<file path="src/hdl/gtm_pkg.sv">
// Package: register map, field positions, reset values and cycle constants of the timer
package gtm_pkg;
    // Register byte offsets on the bus
    localparam logic [3:0] GTM_OFS_CONTROL = 4'h0;
    localparam logic [3:0] GTM_OFS_COUNT = 4'h4;
    localparam logic [3:0] GTM_OFS_PERIOD = 4'h8;
    localparam logic [3:0] GTM_OFS_STATUS = 4'hC;
    // Control register field positions
    localparam int GTM_BIT_ON = 15;
    localparam int GTM_BIT_IDLE_STOP = 13;
    localparam int GTM_BIT_GATE = 6;
    localparam int GTM_BIT_PS_HI = 5;
    localparam int GTM_BIT_PS_LO = 4;
    localparam int GTM_BIT_SYNC = 2;
    localparam int GTM_BIT_SRC = 1;
    // Writable bits of the control register
    localparam logic [15:0] GTM_CONTROL_MASK = 16'hA076;
    // Values after reset
    localparam logic [15:0] GTM_CONTROL_RST = 16'h0000;
    localparam logic [15:0] GTM_COUNT_RST = 16'h0000;
    localparam logic [15:0] GTM_PERIOD_RST = 16'hFFFF;
    // Status register: bit 0 period match, bit 1 gate falling edge
    localparam int GTM_EV_MATCH = 0;
    localparam int GTM_EV_GATE = 1;
    localparam int GTM_NUM_EV = 2;
    // Prescale codes
    typedef enum logic [1:0] {
        GTM_PS_DIV1 = 2'b00,
        GTM_PS_DIV8 = 2'b01,
        GTM_PS_DIV64 = 2'b10,
        GTM_PS_DIV256 = 2'b11
    } gtm_ps_e;
    // Prescaler terminal counts (divide minus one)
    localparam logic [7:0] GTM_TC_DIV8 = 8'h07;
    localparam logic [7:0] GTM_TC_DIV64 = 8'h3F;
    localparam logic [7:0] GTM_TC_DIV256 = 8'hFF;
endpackage

</file>
<file path="src/hdl/gtm_timer.sv">
// Top of the 16-bit general timer with Wishbone slave and interrupt
`timescale 1ns/1ps
`default_nettype none

// Operation in brief
// Internal: one tick per mclk while on.
// Gated: internal ticks while pin high.
// Sync: pin edges after two flops.
// Async: pin edges one edge after pin.
// All ticks pass the prescaler.
// Count wraps to zero at the period,
// and that tick sets the match flag.
//
// Power states
// Idle with idle-stop freezes all modes.
// Sleep freezes all but async external.
// Both are levels from the core.
// A frozen timer keeps its prescaler.
//
// Clock enable
// With ce low nothing moves and no bus
// request is taken; ack stays low.
// Pin flops freeze too, so an edge in a
// frozen span can be lost.
//
// Prescaler
// Cleared by a count write and in the
// cycle after the enable bit falls.
// A ratio change while running is not
// aligned to a prescaler boundary;
// disable first for a clean period.
//
// Bus
// Ack comes one cycle after the take,
// and a write lands at the take edge.
// Unmapped offsets read zero.
// Lanes 0/1 carry 16-bit registers,
// lane 2 the mask beside the status.
//
// Interrupt
// irq is a flop fed by status and mask,
// so it trails both by one cycle.
// Only software clears the flags.

// Functional notes
// (RULE1) Internal mode counts cycles, wraps at period
// (RULE2) Idle halts sync modes when idle-stop set
// (RULE3) Sync counter counts synchronised external rising edges
// (RULE4) Async counter counts raw external rising edges
// (RULE5) Async counter stops in Idle if idle-stop
// (RULE6) Gated mode counts cycles while gate high
// (RULE7) Prescaler divides selected clock by 1/8/64/256
// (RULE8) Prescaler cleared: count write, disable, reset
// (RULE9) Disabled timer halts the prescaler clock
// (RULE10) Control write never alters the count
// (RULE11) Sleep counting only enabled, external, async
// (RULE12) Period match sets flag, irq if enabled
// (RULE13) Software clears the flag, hardware never does
// (RULE14) Gated mode flags gate falling edge
// (RULE15) RTC: low-power oscillator, prescaler, interrupts
// (RULE16) RTC counts oscillator rising edges to period
// (RULE17) Prescale codes 00/01/10/11 = 1/8/64/256
// (RULE18) Source select 0 internal, 1 external pin
module gtm_timer (
    input wire logic mclk,
    input wire logic srst,
    input wire logic ce,
    input wire logic gate_clock_pin,
    input wire logic cpu_idle,
    input wire logic cpu_sleep,
    input wire logic wb_cyc_i,
    input wire logic wb_stb_i,
    input wire logic wb_we_i,
    input wire logic [3:0] wb_adr_i,
    input wire logic [3:0] wb_sel_i,
    input wire logic [31:0] wb_dat_i,
    output logic [31:0] wb_dat_o,
    output logic wb_ack_o,
    output logic irq
);
    import gtm_pkg::*;

    // Software-visible state
    logic [15:0] timer_control; // Mode and enable bits
    logic [15:0] count_value; // Running count
    logic [15:0] period_value; // Match value
    logic [GTM_NUM_EV-1:0] status; // Sticky event flags
    logic [GTM_NUM_EV-1:0] irq_mask; // Event enables

    // Control fields
    logic timer_on;
    logic idle_stop;
    logic gate_accumulate_enable;
    logic external_sync_select;
    logic clock_source_select;
    gtm_ps_e prescale_select;

    assign timer_on = timer_control[GTM_BIT_ON];
    assign idle_stop = timer_control[GTM_BIT_IDLE_STOP];
    assign gate_accumulate_enable = timer_control[GTM_BIT_GATE];
    assign external_sync_select = timer_control[GTM_BIT_SYNC];
    assign clock_source_select = timer_control[GTM_BIT_SRC];
    assign prescale_select = gtm_ps_e'(timer_control[GTM_BIT_PS_HI:GTM_BIT_PS_LO]);

    // Bus decode
    logic bus_req; // Live request not yet answered
    logic wr_stb; // One-cycle write strobe
    logic wr_lo; // Low byte lane of the low half-word
    logic wr_hi; // High byte lane of the low half-word

    assign bus_req = wb_cyc_i && wb_stb_i && !wb_ack_o;
    assign wr_stb = ce && bus_req && wb_we_i;
    assign wr_lo = wb_sel_i[0];
    assign wr_hi = wb_sel_i[1];

    // Byte-lane merge of a 16-bit register
    function automatic logic [15:0] lane_merge(input logic [15:0] old_v,
                                               input logic [31:0] d,
                                               input logic lo,
                                               input logic hi);
        lane_merge = {hi ? d[15:8] : old_v[15:8], lo ? d[7:0] : old_v[7:0]};
    endfunction

    // Register selected by the address
    function automatic logic hit(input logic [3:0] adr, input logic [3:0] ofs);
        hit = (adr == ofs);
    endfunction

    logic wr_control;
    logic wr_count;
    logic wr_period;
    logic wr_status;
    logic wr_mask;

    // Mask register shares the offset of the status register
    localparam logic [3:0] GTM_OFS_MASK_LOCAL = GTM_OFS_STATUS;

    assign wr_control = wr_stb && hit(wb_adr_i, GTM_OFS_CONTROL);
    assign wr_count = wr_stb && hit(wb_adr_i, GTM_OFS_COUNT) && (wr_lo || wr_hi);
    assign wr_period = wr_stb && hit(wb_adr_i, GTM_OFS_PERIOD);
    assign wr_status = wr_stb && hit(wb_adr_i, GTM_OFS_STATUS) && wr_lo;
    // Mask lives in bits 17:16 of the status word, enabled by lane 2
    assign wr_mask = wr_stb && hit(wb_adr_i, GTM_OFS_MASK_LOCAL) && wb_sel_i[2];

    // Pin edges
    logic pin_level;
    logic pin_rise_s;
    logic pin_fall_s;
    logic pin_rise_a;

    gtm_edge u_edge (
        .mclk(mclk),
        .srst(srst),
        .ce(ce),
        .pin(gate_clock_pin),
        .sync_level(pin_level),
        .sync_rise(pin_rise_s),
        .sync_fall(pin_fall_s),
        .raw_rise(pin_rise_a)
    );

    // Input tick selection, before the prescaler
    logic async_mode; // External source without synchronisation
    logic run_ok; // Counting allowed in the present CPU state
    logic tick_in; // Raw input tick
    logic tick_ps; // Tick after division
    logic ps_clear; // Prescaler clear request

    assign async_mode = clock_source_select && !external_sync_select;

    // Idle stops every mode when idle-stop is set; Sleep stops all but async
    always_comb begin
        run_ok = timer_on;
        if (cpu_sleep && !async_mode) begin
            run_ok = 1'b0; // see (RULE11)
        end
        if (cpu_idle && idle_stop) begin
            run_ok = 1'b0; // see (RULE2) (RULE5)
        end
    end

    // Source choice: 0 internal cycle, 1 external pin
    always_comb begin
        if (!clock_source_select) begin // see (RULE18)
            // Gated accumulation counts cycles only while the gate is high
            tick_in = gate_accumulate_enable ? pin_level : 1'b1; // see (RULE1) (RULE6)
        end else if (external_sync_select) begin
            tick_in = pin_rise_s; // see (RULE3)
        end else begin
            // Also the RTC path from the low-power oscillator
            tick_in = pin_rise_a; // see (RULE4) (RULE15) (RULE16)
        end
    end

    // Disable edge clears the prescaler, as does a count write
    logic on_d;
    always_ff @(posedge mclk) begin
        if (srst) begin
            on_d <= 1'b0;
        end else if (ce) begin
            on_d <= timer_on;
        end
    end
    assign ps_clear = wr_count || (on_d && !timer_on); // see (RULE8)

    gtm_prescale u_ps (
        .mclk(mclk),
        .srst(srst),
        .ce(ce),
        .run(run_ok),
        .clear(ps_clear),
        .tick_in(tick_in),
        .sel(prescale_select),
        .tick_out(tick_ps)
    );

    // Period match event on a counting tick at the period value
    logic match_ev;
    logic gate_ev;
    assign match_ev = tick_ps && (count_value == period_value) && !wr_count; // see (RULE12)
    assign gate_ev = ce && timer_on && gate_accumulate_enable && !clock_source_select
                     && pin_fall_s; // see (RULE14)

    // Control register; its writes never touch the count
    always_ff @(posedge mclk) begin
        if (srst) begin
            timer_control <= GTM_CONTROL_RST;
        end else if (wr_control) begin
            timer_control <= lane_merge(timer_control, wb_dat_i, wr_lo, wr_hi)
                             & GTM_CONTROL_MASK; // see (RULE10)
        end
    end

    // Period register
    always_ff @(posedge mclk) begin
        if (srst) begin
            period_value <= GTM_PERIOD_RST;
        end else if (wr_period) begin
            period_value <= lane_merge(period_value, wb_dat_i, wr_lo, wr_hi);
        end
    end

    // Priority: reset, software write, then a tick.
    // A tick at the period wraps, any other adds one.
    // The write strobe already carries ce, so only
    // the tick branch needs it here.
    // Count register: software write wins, else advance or wrap
    always_ff @(posedge mclk) begin
        if (srst) begin
            count_value <= GTM_COUNT_RST;
        end else if (wr_count) begin
            count_value <= lane_merge(count_value, wb_dat_i, wr_lo, wr_hi); // see (RULE10)
        end else if (ce && tick_ps) begin
            if (count_value == period_value) begin
                count_value <= 16'h0000; // see (RULE1) (RULE3) (RULE4)
            end else begin
                count_value <= count_value + 16'h0001; // see (RULE1)
            end
        end
    end

    // Clear bits come from the low lane of the data;
    // the event OR after the clear lets the set win.
    // Sticky status: write one clears, a same-cycle event wins
    always_ff @(posedge mclk) begin
        if (srst) begin
            status <= '0;
        end else if (ce) begin
            status <= (status & ~(wr_status ? wb_dat_i[GTM_NUM_EV-1:0] : '0))
                      | {gate_ev, match_ev}; // see (RULE12) (RULE13) (RULE14)
        end
    end

    // Interrupt mask
    always_ff @(posedge mclk) begin
        if (srst) begin
            irq_mask <= '0;
        end else if (wr_mask) begin
            irq_mask <= wb_dat_i[16+GTM_NUM_EV-1:16];
        end
    end

    // A flop, not a gate, so the pin cannot glitch
    // when status and mask change in one cycle.
    // Level interrupt from a flop, one cycle behind the status
    always_ff @(posedge mclk) begin
        if (srst) begin
            irq <= 1'b0;
        end else if (ce) begin
            irq <= |(status & irq_mask); // see (RULE12) (RULE15)
        end
    end

    // Register map, byte offsets:
    // 0 control, writable bits only:
    //   15 on, 13 idle-stop, 6 gate,
    //   5:4 prescale, 2 sync, 1 source.
    // 4 count; writes clear the prescaler.
    // 8 period, compared on each tick.
    // C status 1:0, write one to clear,
    //   mask 17:16 through lane 2.
    //
    // Hazards:
    // A period below the live count lets
    // it run through 16'hFFFF and zero.
    // A count write beats a same-cycle
    // tick, which then sets no flag.
    // Period zero sets the flag each tick.
    // The gate flag needs gate mode, the
    // internal source and the enable.
    //
    // Limitations:
    // No hold register; a read cannot
    // tear but is a tick old at the ack.
    // No one-shot; the count restarts at 0.
    // Pins need one mclk high, one low.
    // Reading status never clears it.

    // Read mux
    logic [31:0] rd_data;
    always_comb begin
        rd_data = 32'h0000_0000;
        unique case (wb_adr_i)
            GTM_OFS_CONTROL: rd_data = {16'h0000, timer_control};
            GTM_OFS_COUNT: rd_data = {16'h0000, count_value};
            GTM_OFS_PERIOD: rd_data = {16'h0000, period_value};
            GTM_OFS_STATUS: rd_data = {14'h0000, irq_mask, 14'h0000, status};
            default: rd_data = 32'h0000_0000; // Unmapped reads zero, still acked
        endcase
    end

    // Single-cycle ack; ack drops the cycle after it was given
    always_ff @(posedge mclk) begin
        if (srst) begin
            wb_ack_o <= 1'b0;
            wb_dat_o <= 32'h0000_0000;
        end else begin
            wb_ack_o <= ce && bus_req;
            if (ce && bus_req) begin
                wb_dat_o <= rd_data;
            end
        end
    end
endmodule // gtm_timer
`default_nettype wire

</file>
<file path="src/hdl/gtm_prescale.sv">
// Prescaler: divides qualified input ticks by 1, 8, 64 or 256
`timescale 1ns/1ps
`default_nettype none
module gtm_prescale (
    input wire logic mclk,
    input wire logic srst,
    input wire logic ce,
    input wire logic run,
    input wire logic clear,
    input wire logic tick_in,
    input wire gtm_pkg::gtm_ps_e sel,
    output logic tick_out
);
    import gtm_pkg::*;

    logic [7:0] cnt; // Prescaler count
    logic [7:0] tc; // Terminal count for the chosen ratio

    // Decode of ratio to terminal count
    always_comb begin
        unique case (sel)
            GTM_PS_DIV1: tc = 8'h00; // see (RULE17)
            GTM_PS_DIV8: tc = GTM_TC_DIV8; // see (RULE17)
            GTM_PS_DIV64: tc = GTM_TC_DIV64; // see (RULE17)
            GTM_PS_DIV256: tc = GTM_TC_DIV256; // see (RULE17)
        endcase
    end

    // Counter; only advances while running, so a timer frozen in Idle or Sleep holds it
    always_ff @(posedge mclk) begin
        if (srst) begin
            cnt <= 8'h00; // see (RULE8)
        end else if (ce && clear) begin
            cnt <= 8'h00; // see (RULE8)
        end else if (ce && run && tick_in) begin // see (RULE9)
            cnt <= (cnt >= tc) ? 8'h00 : cnt + 8'h01; // see (RULE7)
        end
    end

    // One tick out at each terminal count
    assign tick_out = run && tick_in && (cnt >= tc) && !clear; // see (RULE7)
endmodule // gtm_prescale
`default_nettype wire

</file>
<file path="src/hdl/gtm_edge.sv">
// Edge detector with optional two-stage synchroniser for the clock/gate pin
`timescale 1ns/1ps
`default_nettype none
module gtm_edge (
    input wire logic mclk,
    input wire logic srst,
    input wire logic ce,
    input wire logic pin,
    output logic sync_level,
    output logic sync_rise,
    output logic sync_fall,
    output logic raw_rise
);
    logic meta; // First stage, read only by the second
    logic sync; // Second stage
    logic sync_d; // Delayed synchronised level
    logic raw_d; // Delayed raw level

    // Pin sampling; the raw path skips the two-stage delay
    always_ff @(posedge mclk) begin
        if (srst) begin
            meta <= 1'b0;
            sync <= 1'b0;
            sync_d <= 1'b0;
            raw_d <= 1'b0;
        end else if (ce) begin
            meta <= pin;
            sync <= meta;
            sync_d <= sync;
            raw_d <= pin;
        end
    end

    assign sync_level = sync;
    assign sync_rise = sync && !sync_d; // see (RULE3)
    assign sync_fall = !sync && sync_d;
    assign raw_rise = pin && !raw_d; // see (RULE4)
endmodule // gtm_edge
`default_nettype wire

</file>
<file path="config.mk">
export PLATFORM = sky130hd
export DESIGN_NAME = gtm_timer
export DESIGN_NICKNAME = d
export VERILOG_FILES = /design/src/hdl/gtm_pkg.sv /design/src/hdl/gtm_timer.sv /design/src/hdl/gtm_prescale.sv /design/src/hdl/gtm_edge.sv
export SDC_FILE = /design/constraint.sdc
export NUM_CORES = 1
export LEC_CHECK = 0
export ABC_CLOCK_PERIOD_IN_PS = 2100
export BUFFER_PORTS_ARGS = -buffer_cell sky130_fd_sc_hd__buf_2
export CAP_MARGIN = 10
export CORE_MARGIN = 2
export CORE_UTILIZATION = 50
export CTS_CLUSTER_SIZE = 8
export DETAILED_ROUTE_END_ITERATION = 10
export GPL_TIMING_DRIVEN = 1
export PLACE_DENSITY_LB_ADDON = 0.2
export SKIP_CTS_REPAIR_TIMING = 1
export SYNTH_ARGS = -nofsm -noshare
export SYNTH_HDL_FRONTEND = slang
export SYNTH_SLANG_ARGS = --single-unit
</file>
<file path="constraint.sdc">
create_clock -name mclk -period 2.1 [get_ports mclk]
set_input_delay 0.21 -clock mclk [delete_from_list [all_inputs] [get_ports mclk]]
set_output_delay 0.21 -clock mclk [all_outputs]
set_load 0.005 [all_outputs]
</file>
* Word-level counts from Yosys, hierarchy flattened
Cells that the tools add are included.
** Cells by class
- $lt $le $gt $ge :: 1
- Reduce and logical (&&, ||, !) cells :: 54
- Bitwise logic cells :: 4
- Muxes and demuxes :: 14
- $add $sub $neg :: 2
- Equal/unequal tests :: 9
** Operators with widths (count)
- 18-bit case mux with 4 select lines :: 1
- 16-bit 2-to-1 mux :: 3
- 8-bit case mux with 4 select lines :: 1
- 1-bit logical AND :: 31
- 8-bit 2-to-1 mux :: 3
- 16-bit by 1-bit adder with 16-bit output, second input constant :: 1
- 16-bit equality test :: 1
- 2-bit AND reduction :: 6
- 1-bit logical NOT :: 10
- 8-bit by 1-bit adder with 8-bit output, second input constant :: 1
- 4-bit equality test, second input constant :: 2
- 8-bit >= comparator :: 1
- 1-bit 2-to-1 mux :: 5
- 2-bit bitwise AND :: 2
- 2-bit equality test, second input constant :: 2
- 4-bit by 3-bit equality test with 1-bit output, second input constant :: 1
- 4-bit logical NOT :: 1
- 2-bit inequality test, second input constant :: 2
- 2-bit OR reduction :: 2
- 2-bit by 1-bit equality test with 1-bit output, second input constant :: 1
- 2-bit logical NOT :: 1
- 1-bit logical OR :: 2
- 2-bit 2-to-1 mux :: 1
- 2-bit inverter :: 1
- 2 further kinds :: 2
** Storage, ports and cells
- Output and inout port bits :: 34
- Input bits :: 49
- Register bits :: 89

* Logic depth before layout (Yosys ltp)
Gate-level depths: netlist of run 1.
- Word-level depth :: 12
- Depth in mapped cells :: 10
- Mapped depth without buffers :: 9

* By module
From an unflattened synthesis of run 1, not the netlist that was laid out.
** Second synthesis, totals
- Cells, all modules :: 508
- Area, all modules :: 4200.3 µm²
** By module, submodules not included
- gtm_timer :: area an instance 3519.6 µm², cells an instance 428, times used 1
- gtm_prescale :: area an instance 560.5 µm², cells an instance 68, times used 1
- gtm_edge :: area an instance 120.1 µm², cells an instance 12, times used 1

* Worst setup path after synthesis of run 1
No wires, ideal clock.
- Path kind :: reg-to-reg
- Start point :: register timer_control[5]
- End point :: register count_value[8]
- Slack :: 0.085 ns
- Buffers on the path :: 1
- Clock period less this slack :: 2.015 ns
- Arrival time :: 1.878 ns
- Required time :: 1.963 ns
- Setup time :: 0.137 ns
- Stages on the path, launching flop included :: 11
- Cells stage by stage :: dfxtp_1 -> nand2_1 -> ha_1 -> and4_1 -> o211ai_1 -> a21oi_1 -> o21ai_2 -> o21a_1 -> buf_4 -> a21oi_1 -> o32ai_2
** Between the ends
- Longest elaborated chain between the ends :: 8
- Elaborated cells on any way between the ends :: 11
** RTL lines
- from (decl) :: line gtm_timer.sv:84 : logic [15:0] timer_control;
- from (signal assigned) :: line gtm_timer.sv:229 : timer_control <= lane_merge(timer_control, wb_dat_i, wr_lo, wr_hi)
- 2-bit equality test, or another cell as far along :: line gtm_prescale.sv:21 : unique case (sel)
- 8-bit case mux with 4 select lines (*) :: line gtm_prescale.sv:21
- 8-bit >= comparator (*) :: line gtm_prescale.sv:41 : assign tick_out = run && tick_in && (cnt >= tc) && !clear;
- 1-bit logical AND (*) (2 in series) :: line gtm_prescale.sv:41
- 1-bit logical AND (*) :: line gtm_timer.sv:253 : end else if (ce && tick_ps) begin
- 2-bit nonzero test (no line) (*)
- 2-bit AND reduction (no line) (*)
- to (signal assigned) :: line gtm_timer.sv:252 : count_value <= lane_merge(count_value, wb_dat_i, wr_lo, wr_hi);
- to (signal assigned) :: line gtm_timer.sv:257 : count_value <= count_value + 16'h0001;
- to (decl) :: line gtm_timer.sv:85 : logic [15:0] count_value;
Mark *: on every way between the ends. The rest lies on a longest branch, timed or not.
A chain may end at the register's enable or synchronous reset.

* Worst setup path in the final report of run 1
- Start point :: register timer_control[5]
- End point :: register count_value[1]
The elaborated chain is that of the path after synthesis.

==> metrics.md, run 1 <==
| Metric | Value |
|---|---|
| Hold Vio Cnt, Final | 0 |
| Layout area overhead | 20.47% |
| Metal-1 WL | 5102 µm |
| Htree depth | 3 |
| Max Fclk | 470.1 MHz |
| Seq cells post-synth | between 70 and 80 |
| R2r setup slk | -0.03 ns |
| Final slew viol count | 0 |
| Multi-input gate area | between 2000 and 2500 µm² |
| Clock slew at reported path FFs | approximately 0.08 ns |
| Post-synth EDFFs | 0 |
| Reg2reg start | timer_control[5]$_SDFFE_PP0P_ |
| Worst Reg-to-Reg Cells | 9 |
| Worst slew margin | a little over three fifths |
| Final net count | ~600 |
| Worst-Margin Slew | approximately 0.56 ns |
| Die area | between 8000 and 9000 µm² |
| Max layer used | met4 |
| Register Area | between 1500 and 2000 µm² |
| Commonest cells after routing, fill and taps aside | 72 x dfxtp_1, 71 x nor2_1, 58 x nand2_1 |
| Largest net degree at the start of global routing | 34 |
| Routed Antenna Nets | 0 |
| Crit-path cells | nand2_1 -> ha_4 -> and4_1 -> o211ai_1 -> a21oi_2 -> o21ai_4 -> o21a_4 -> a221oi_2 -> nor3_2 |
| RD Place Congestion | roughly 0.87 |
| Final setup margin | -0.02720 ns |
| First-pass GRT wire length | 17440 µm |
| Global route overflow | 0 |
| Drt total wl | roughly 11000 µm |
| Num CTS Buffers | 9 |
| Async S/R FF share, synth | 0% |
| Clock Latency Late Sink | 0.35 ns |
| Routed via count | 3827 |
| Commonest non-fill, non-tap cell in the layout | dfxtp_1 |
| Number of port buffers | 53 |
| Core footprint | between 7000 and 8000 µm² |
| Die Ht | about 94 µm |
| # placed instances | around 650 |
| Sequential share of the synthesized area | 37.39% |
| Vias in the first global route | about 3400 |
| Post-Syn Instances | about 490 |
| Mapped cell area | approximately 4000 µm² |
| Run status | finished with violations |
| Drt initial violations | 305 |
| Layout cells sized above 1 | about 25% |
| Pleak | 0.001992 µW |
| Crit path max fanout | 11 |
| CP Data Arrival Time | ~2.4 ns |
| Synth Flop Type | dfxtp_1 |
| Final Instance Count excl. Fillers | about 670 |
| Mean Syn Cell Area | 8.228 µm² |
| DPL Wire Length | between 7000 and 8000 µm |
| Layout Skew | between 0.01 and 0.015 ns |
| Slowest-stage cell, CP | dfxtp_4 |
| Total track usage | between 20% and 30% |
| Total power | between 2000 and 3000 µW |
| Fin util | 62.27% |
| Post-layout instance area | 4837 µm² |
| CP Launch Type | flop |
| Met3 wire len | 908 µm |
| Max-Cap Viols | 0 |
| Clk root buf | clkbuf_8 |
| Worst slack, placed | -0.2290 ns |
| Vias per cell | between 5 and 6 |
| Length of the first detailed-routing pass in iterations | 5 |
| Placed instance area | roughly 4500 µm² |
| Sink Count | between 70 and 80 |
| PD cells | roughly 570 nW/µm² |
| TritonCTS clock tree | done |
| Chip Width | 93.61 µm |
| Warnings, synthesis | 0 |
| Worst vdd ir | between 200 and 300 µV |
| Req. time, crit path | about 2.3 ns |
| Hold worst-path end | period_value[11]$_SDFFE_PP1P_ |
| Post-detailed-route wirelength per cell | about 17 µm |
| Final setup viols | 5 |
| # DRC | 0 |
| Initial antenna violation count | 0 |
| # IOs | 83 |
| HP Start | wb_dat_i[11] |
| Crit share post-route | 101.3% |
| Crit path kind | flop to flop |
| Row Count | 32 |
| Final Critical Period | between 2 and 2.5 ns |
| Worst hold-check path type | primary input to flop |
| Met2 WL | 4882 µm |
| Count of cell types in the netlist | 51 |
| FILL cells | 713 |
| CP endpoint kind | flop |
| Worst R2R End | count_value[1]$_SDFFE_PP0P_ |
| RSZ-0062 raised after global routing | yes |
| Starting density of the core | 51.69% |
| Hold Path Depth | 3 |
| Max stage delay on crit path | approximately 0.37 ns |
| Max Buffers Root-to-Sink | 2 |
| Failing checks | setup timing |
| Ant diodes | 0 |
cell families (layout without fill, tap and decap cells):
kind of cell,after synthesis,in the layout,share of synthesized area (%)
AND/OR/NAND/NOR,216,216,26.46
flip-flops,75,75,37.39
multiplexers,13,13,3.241
adder cells (fa/ha/maj),8,8,2.493
XOR/XNOR,26,26,5.672
other,1,14,0.09340
AO/OA/AOI/OAI,96,97,17.79
buffers and inverters,53,117,6.856
final cells by class:
| type | count | share of cell area, % |
|---|---|---|
| Inverter | 8 | 0.6208 |
| Multi-Input combinational cell | 374 | 49.28 |
| Tap cell | 102 | 2.638 |
| Clock buffer | 10 | 2.845 |
| Clock inverter | 6 | 1.500 |
| Timing Repair Buffer | 93 | 11.95 |
| Sequential cell | 75 | 31.17 |
report_power, final:
part | switching [µW] | internal [µW]
Combinational | 99.0 | 58.8
Clock | 596 | 592
Sequential | 4.00 | 1420
sequential cells by signal, indices dropped and copies added (netlist names), 2 cells and up:
name,flops
wb_dat_o,18
count_value,16
period_value,16
u_ps.cnt,8
timer_control,7
irq_mask,2
status,2
cell usage after synthesis (2+ instances only):
library cell / number / area share (%)
a211oi_1: 2 / 0.37
a21o_1: 2 / 0.37
a21oi_1: 40 / 5.0
a221oi_2: 4 / 1.5
a222oi_1: 6 / 1.5
a22oi_1: 14 / 2.6
a32o_1: 2 / 0.50
and2_1: 2 / 0.31
and3_1: 4 / 0.62
and4_1: 4 / 0.87
buf_1: 2 / 0.19
buf_2: 4 / 0.50
buf_4: 17 / 3.2
clkbuf_1: 21 / 2.0
dfxtp_1: 75 / 37
ha_1: 8 / 2.5
inv_1: 8 / 0.75
mux2i_1: 13 / 3.2
nand2_1: 58 / 5.4
nand2b_1: 7 / 1.1
nand3_1: 13 / 1.6
nand3b_1: 16 / 3.0
nand4_1: 10 / 1.6
nor2_1: 73 / 6.8
nor3_1: 14 / 1.7
nor4_1: 5 / 0.78
o21a_1: 2 / 0.37
o21ai_1: 9 / 1.1
o31ai_1: 3 / 0.56
o32ai_2: 5 / 2.0
xnor2_1: 6 / 1.3
xor2_1: 20 / 4.4
worst max path at each step:
stage	to	from	slack [ns]
after floorplan	count_value[8]$_SDFFE_PP0P_	timer_control[5]$_SDFFE_PP0P_	0.08
after global placement	count_value[12]$_SDFFE_PP0P_	timer_control[5]$_SDFFE_PP0P_	-0.14
after detailed placement	count_value[8]$_SDFFE_PP0P_	timer_control[5]$_SDFFE_PP0P_	-0.23
after CTS	count_value[12]$_SDFFE_PP0P_	timer_control[5]$_SDFFE_PP0P_	-0.25
after global routing	count_value[1]$_SDFFE_PP0P_	timer_control[5]$_SDFFE_PP0P_	-0.19
final	count_value[1]$_SDFFE_PP0P_	timer_control[5]$_SDFFE_PP0P_	-0.03
metal layers:
metal / GRT usage [%] / up-vias
met4: 8.213 / 0
met3: 4.351 / 19
li1: - / 1856
met2: 37.59 / 167
met5: 0 / -
met1: 37.38 / 1785
critical path: cells and delay by family, from the launching register on:
family	cells	cell delay, ns
AO/OA/AOI/OAI	5	0.99
AND/OR/NAND/NOR	3	0.38
flip-flops	1	0.37
adder cells (fa/ha/maj)	1	0.29
through the flow:
stage / setup TNS, ns / hold slack, ns
2_1_floorplan: 0 / 0.3308
3_3_place_gp: -1.870 / 0.4376
3_5_place_dp: -3.179 / 0.4435
6_report: -0.1002 / 0.08271
5_1_grt: -2.492 / 0.09635
4_1_cts: -3.488 / 0.07705
No activity file was read; power rests on OpenSTA's default activity.
==> inputs of run 2 (changes only) <==
- ABC_AREA: default -> 1
- ABC_CLOCK_PERIOD_IN_PS: 2100 -> default
- CORE_UTILIZATION: 50 -> 51
==> run 2 against run 1 <==
The flow now finishes without violations; synthesized area is 9.8% higher; synthesized cell count increased by 40%; non-clock buffer count decreased by 25; die area is 7.3% higher.
==> metrics.md, run 2 <==
| Metric | Value |
|---|---|
| Number of port buffers | 53 (unchanged) |
| Routed Antenna Nets | 0 (unchanged) |
| Worst Reg-to-Reg Cells | 11 (+2) |
| Count of cell types in the netlist | 36 (-29%) |
| Synth Flop Type | dfxtp_1 |
| Routed via count | 4535 (+19%) |
| First-pass GRT wire length | 20390 µm (+17%) |
| RSZ-0062 raised after global routing | no |
| R2r setup slk | 0.18 ns (+0.20 ns) |
| Final setup margin | 0.1752 ns (+0.2024 ns) |
| Post-detailed-route wirelength per cell | 14.22 µm (-14%) |
| CP endpoint kind | flop |
| Post-synth EDFFs | 0 (unchanged) |
| Clock Latency Late Sink | 0.35 ns (about the same) |
| Row Count | 33 (+3.1%) |
| Post-Syn Instances | 683 (+40%) |
| Max Buffers Root-to-Sink | 2 (unchanged) |
| Clk root buf | clkbuf_8 |
| Pint | 2311 µW (+11%) |
| Total track usage | 26.34% (+0.97 points) |
| Layout area overhead | 14.76% |
| # DRC | 0 (unchanged) |
| # IOs | 83 (unchanged) |
| Worst R2R End | count_value[4]$_SDFFE_PP0P_ |
| Die Ht | 96.98 µm (+3.6%) |
| Ant diodes | 0 (unchanged) |
| Largest registers | wb_dat_o x18, count_value x16, period_value x16 |
| Seq cells post-synth | 75 (unchanged) |
| Clock slew at reported path FFs | 0.08 ns (about the same) |
| Final setup TNS | 0 ns (+0.1002 ns) |
| Mean Syn Cell Area | 6.456 µm² (-22%) |
| Core footprint | 8299 µm² (+6.8%) |
| Hold worst-path end | period_value[7]$_SDFFE_PP1P_ |
| Mapped cell area | 4409 µm² (+9.8%) |
| Max Fclk | 519.5 MHz (+11%) |
| Fin util | 60.97% (-1.3 points) |
| Max reg flops | 18 (unchanged) |
| Ranking of synthesized cells by area | dfxtp_1 34%, nand2_1 19%, nor2_1 6.9% |
| Htree depth | 3 (unchanged) |
| Layout cells sized above 1 | 14.29% (-11 points) |
| Most common cell in the netlist | nand2_1 |
| Crit path kind | flop to flop |
| Global route overflow | 0 (unchanged) |
| Run status | completed |
| Async S/R FF share, synth | 0% (unchanged) |
| Sw power | 702.1 µW (+0.44%) |
| Switching part of the total | 23.30% (-1.9 points) |
| Max-Cap Viols | 0 (unchanged) |
| Worst-Margin Slew | 0.5073 ns (-0.05493 ns) |
| Req. time, crit path | 2.39 ns (+0.06 ns) |
| PD cells | 595.5 nW/µm² (+3.8%) |
| Combinational power share | 5.6% (about the same) |
| Total power | 3013 µW (+8.6%) |
| Layout Skew | 0.009125 ns (-0.002888 ns) |
| Post-synth top cells | 224 x nand2_1, 81 x nor2_1, 76 x inv_1 |
| Final Critical Period | 1.925 ns (-0.2024 ns) |
| CP Launch Type | flop |
| Crit path max fanout | 8 (-3) |
| Synth area leader | dfxtp_1 |
| Die area | 9405 µm² (+7.3%) |
| Worst slack, placed | 0.1035 ns (+0.3325 ns) |
| FILL cells | 767 (+7.6%) |
| Starting density of the core | 53.13% (+1.4 points) |
| RD Place Congestion | 0.9110 (+4.1%) |
| TritonCTS clock tree | done |
| Largest net degree at the start of global routing | 47 (+38%) |
| Chip Width | 96.98 µm (+3.6%) |
| Reg2reg start | timer_control[5]$_SDFFE_PP0P_ |
| Num CTS Buffers | 9 (unchanged) |
| Vias per cell | 5.310 (-7.3%) |
| CP Data Arrival Time | 2.22 ns (-0.14 ns) |
| Final setup viols | 0 (-5) |
| Pleak | 0.002434 µW (+22%) |
| Initial antenna violation count | 0 (unchanged) |
| Sequential share of the synthesized area | 34.05% (-3.3 points) |
| Length of the first detailed-routing pass in iterations | 5 (unchanged) |
| Commonest non-fill, non-tap cell in the layout | nand2_1 |
| Drt initial violations | 350 (+15%) |
| Most flops, register | wb_dat_o |
| Flop pwr share | 47.7% (-3.8 points) |
| Final slew viol count | 0 (unchanged) |
| Crit share post-route | 91.66% (-9.6 points) |
| Vias in the first global route | 4187 (+22%) |
| Worst vdd ir | 472.9 µV (+75%) |
| Hold Path Depth | 3 (unchanged) |
| Worst slew margin | 66.18% (+3.7 points) |
| Final net count | 801 (+30%) |
| Sink Count | 75 (unchanged) |
| Top-area cell type share of the netlist area | 34.05% (-3.3 points) |
| Commonest cells after routing, fill and taps aside | 224 x nand2_1, 80 x nor2_1, 76 x inv_1 |
| Drt total wl | 12150 µm (+9.5%) |
| DPL Wire Length | 8851 µm (+12%) |
| HP Start | wb_dat_i[7] |
| Worst hold-check path type | primary input to flop |
| Warnings, synthesis | 0 (unchanged) |
| Hold Vio Cnt, Final | 0 (unchanged) |
| Power share of the clock group | 46.6% (+3.8 points) |
run 2: cell count changes in the layout (fill, tap and decap cells not counted), moves of 9 or more:
cell	previous run	this run
nor2_1	71	80
a22oi_1	14	0
xor2_1	20	9
inv_1	8	76
nand2_1	58	224
nand3_1	13	47
mux2i_1	13	0
nand3b_1	16	0
o21ai_0	0	26
buf_4	39	14
o211ai_1	1	16
run 2: layout make-up:
type                            count  area (µm²)  area share, %
Clock buffer                       10       137.6          2.720
Clock inverter                      6       111.4          2.201
Inverter                           80       300.3          5.935
Multi-Input combinational cell    510        2486          49.13
Sequential cell                    75        1503          29.70
Tap cell                          105       131.4          2.596
Timing Repair Buffer               68       390.4          7.715
run 2: how the worst max path moves through the flow:
stage,start,to,slack (ns),depth (start not counted)
2_1_floorplan,timer_control[4]$_SDFFE_PP0P_,count_value[3]$_SDFFE_PP0P_,0.29,13
3_3_place_gp,timer_control[4]$_SDFFE_PP0P_,u_ps.cnt[3]$_SDFFE_PP0P_,0.11,12
3_5_place_dp,timer_control[4]$_SDFFE_PP0P_,u_ps.cnt[3]$_SDFFE_PP0P_,0.10,12
4_1_cts,timer_control[4]$_SDFFE_PP0P_,count_value[11]$_SDFFE_PP0P_,0.06,13
5_1_grt,timer_control[5]$_SDFFE_PP0P_,count_value[13]$_SDFFE_PP0P_,0.03,11
6_report,timer_control[5]$_SDFFE_PP0P_,count_value[4]$_SDFFE_PP0P_,0.18,11
run 2: per-stage QoR:
stage / cell area, µm² / instances / hold slack (ns)
CTS: 5037 / 854 / 0.07878
finish: 5060 / 854 / 0.08656
global route: 5060 / 854 / 0.09028
floorplan: 4458 / 696 / 0.3000
detailed placement: 4788 / 838 / 0.4476
global placement: 4788 / 838 / 0.4414
run 2: power by group through the flow:
stage                     clock, µW  combinational (µW)  sequential [µW]
after floorplan                   0                 103             1470
after global placement            0                 163             1470
after detailed placement          0                 166             1470
after CTS                      1410                 167             1440
after global routing           1460                 188             1440
final                          1400                 170             1440
run 2: kinds of logic after synthesis:
| kind of cell | after synthesis | share of synthesized area, % |
|---|---|---|
| simple gates | 377 | 36.41 |
| fa+ha+maj | 8 | 2.270 |
| flops | 75 | 34.05 |
| compound gates | 102 | 14.25 |
| xor+xnor | 9 | 1.788 |
| other cells | 1 | 0.08505 |
| buf+inv | 111 | 11.15 |
run 2: worst max-delay path: stages (launching register included):
cell	delay, ns
dfxtp_2	0.36
buf_4	0.13
inv_1	0.07
ha_1	0.30
a21oi_1	0.13
nor2_1	0.06
nor3_2	0.10
nand2_1	0.11
buf_12	0.16
a21boi_4	0.27
nor2_1	0.07
nor2_1	0.10
run 2: layer usage:
metal	up-vias	track usage, %	part of all wire [%]
li1	2283	-	-
met1	2061	36.87	46
met3	9	3.251	6.6
met5	-	0	0
met4	0	7.042	0.87
met2	182	42.95	46
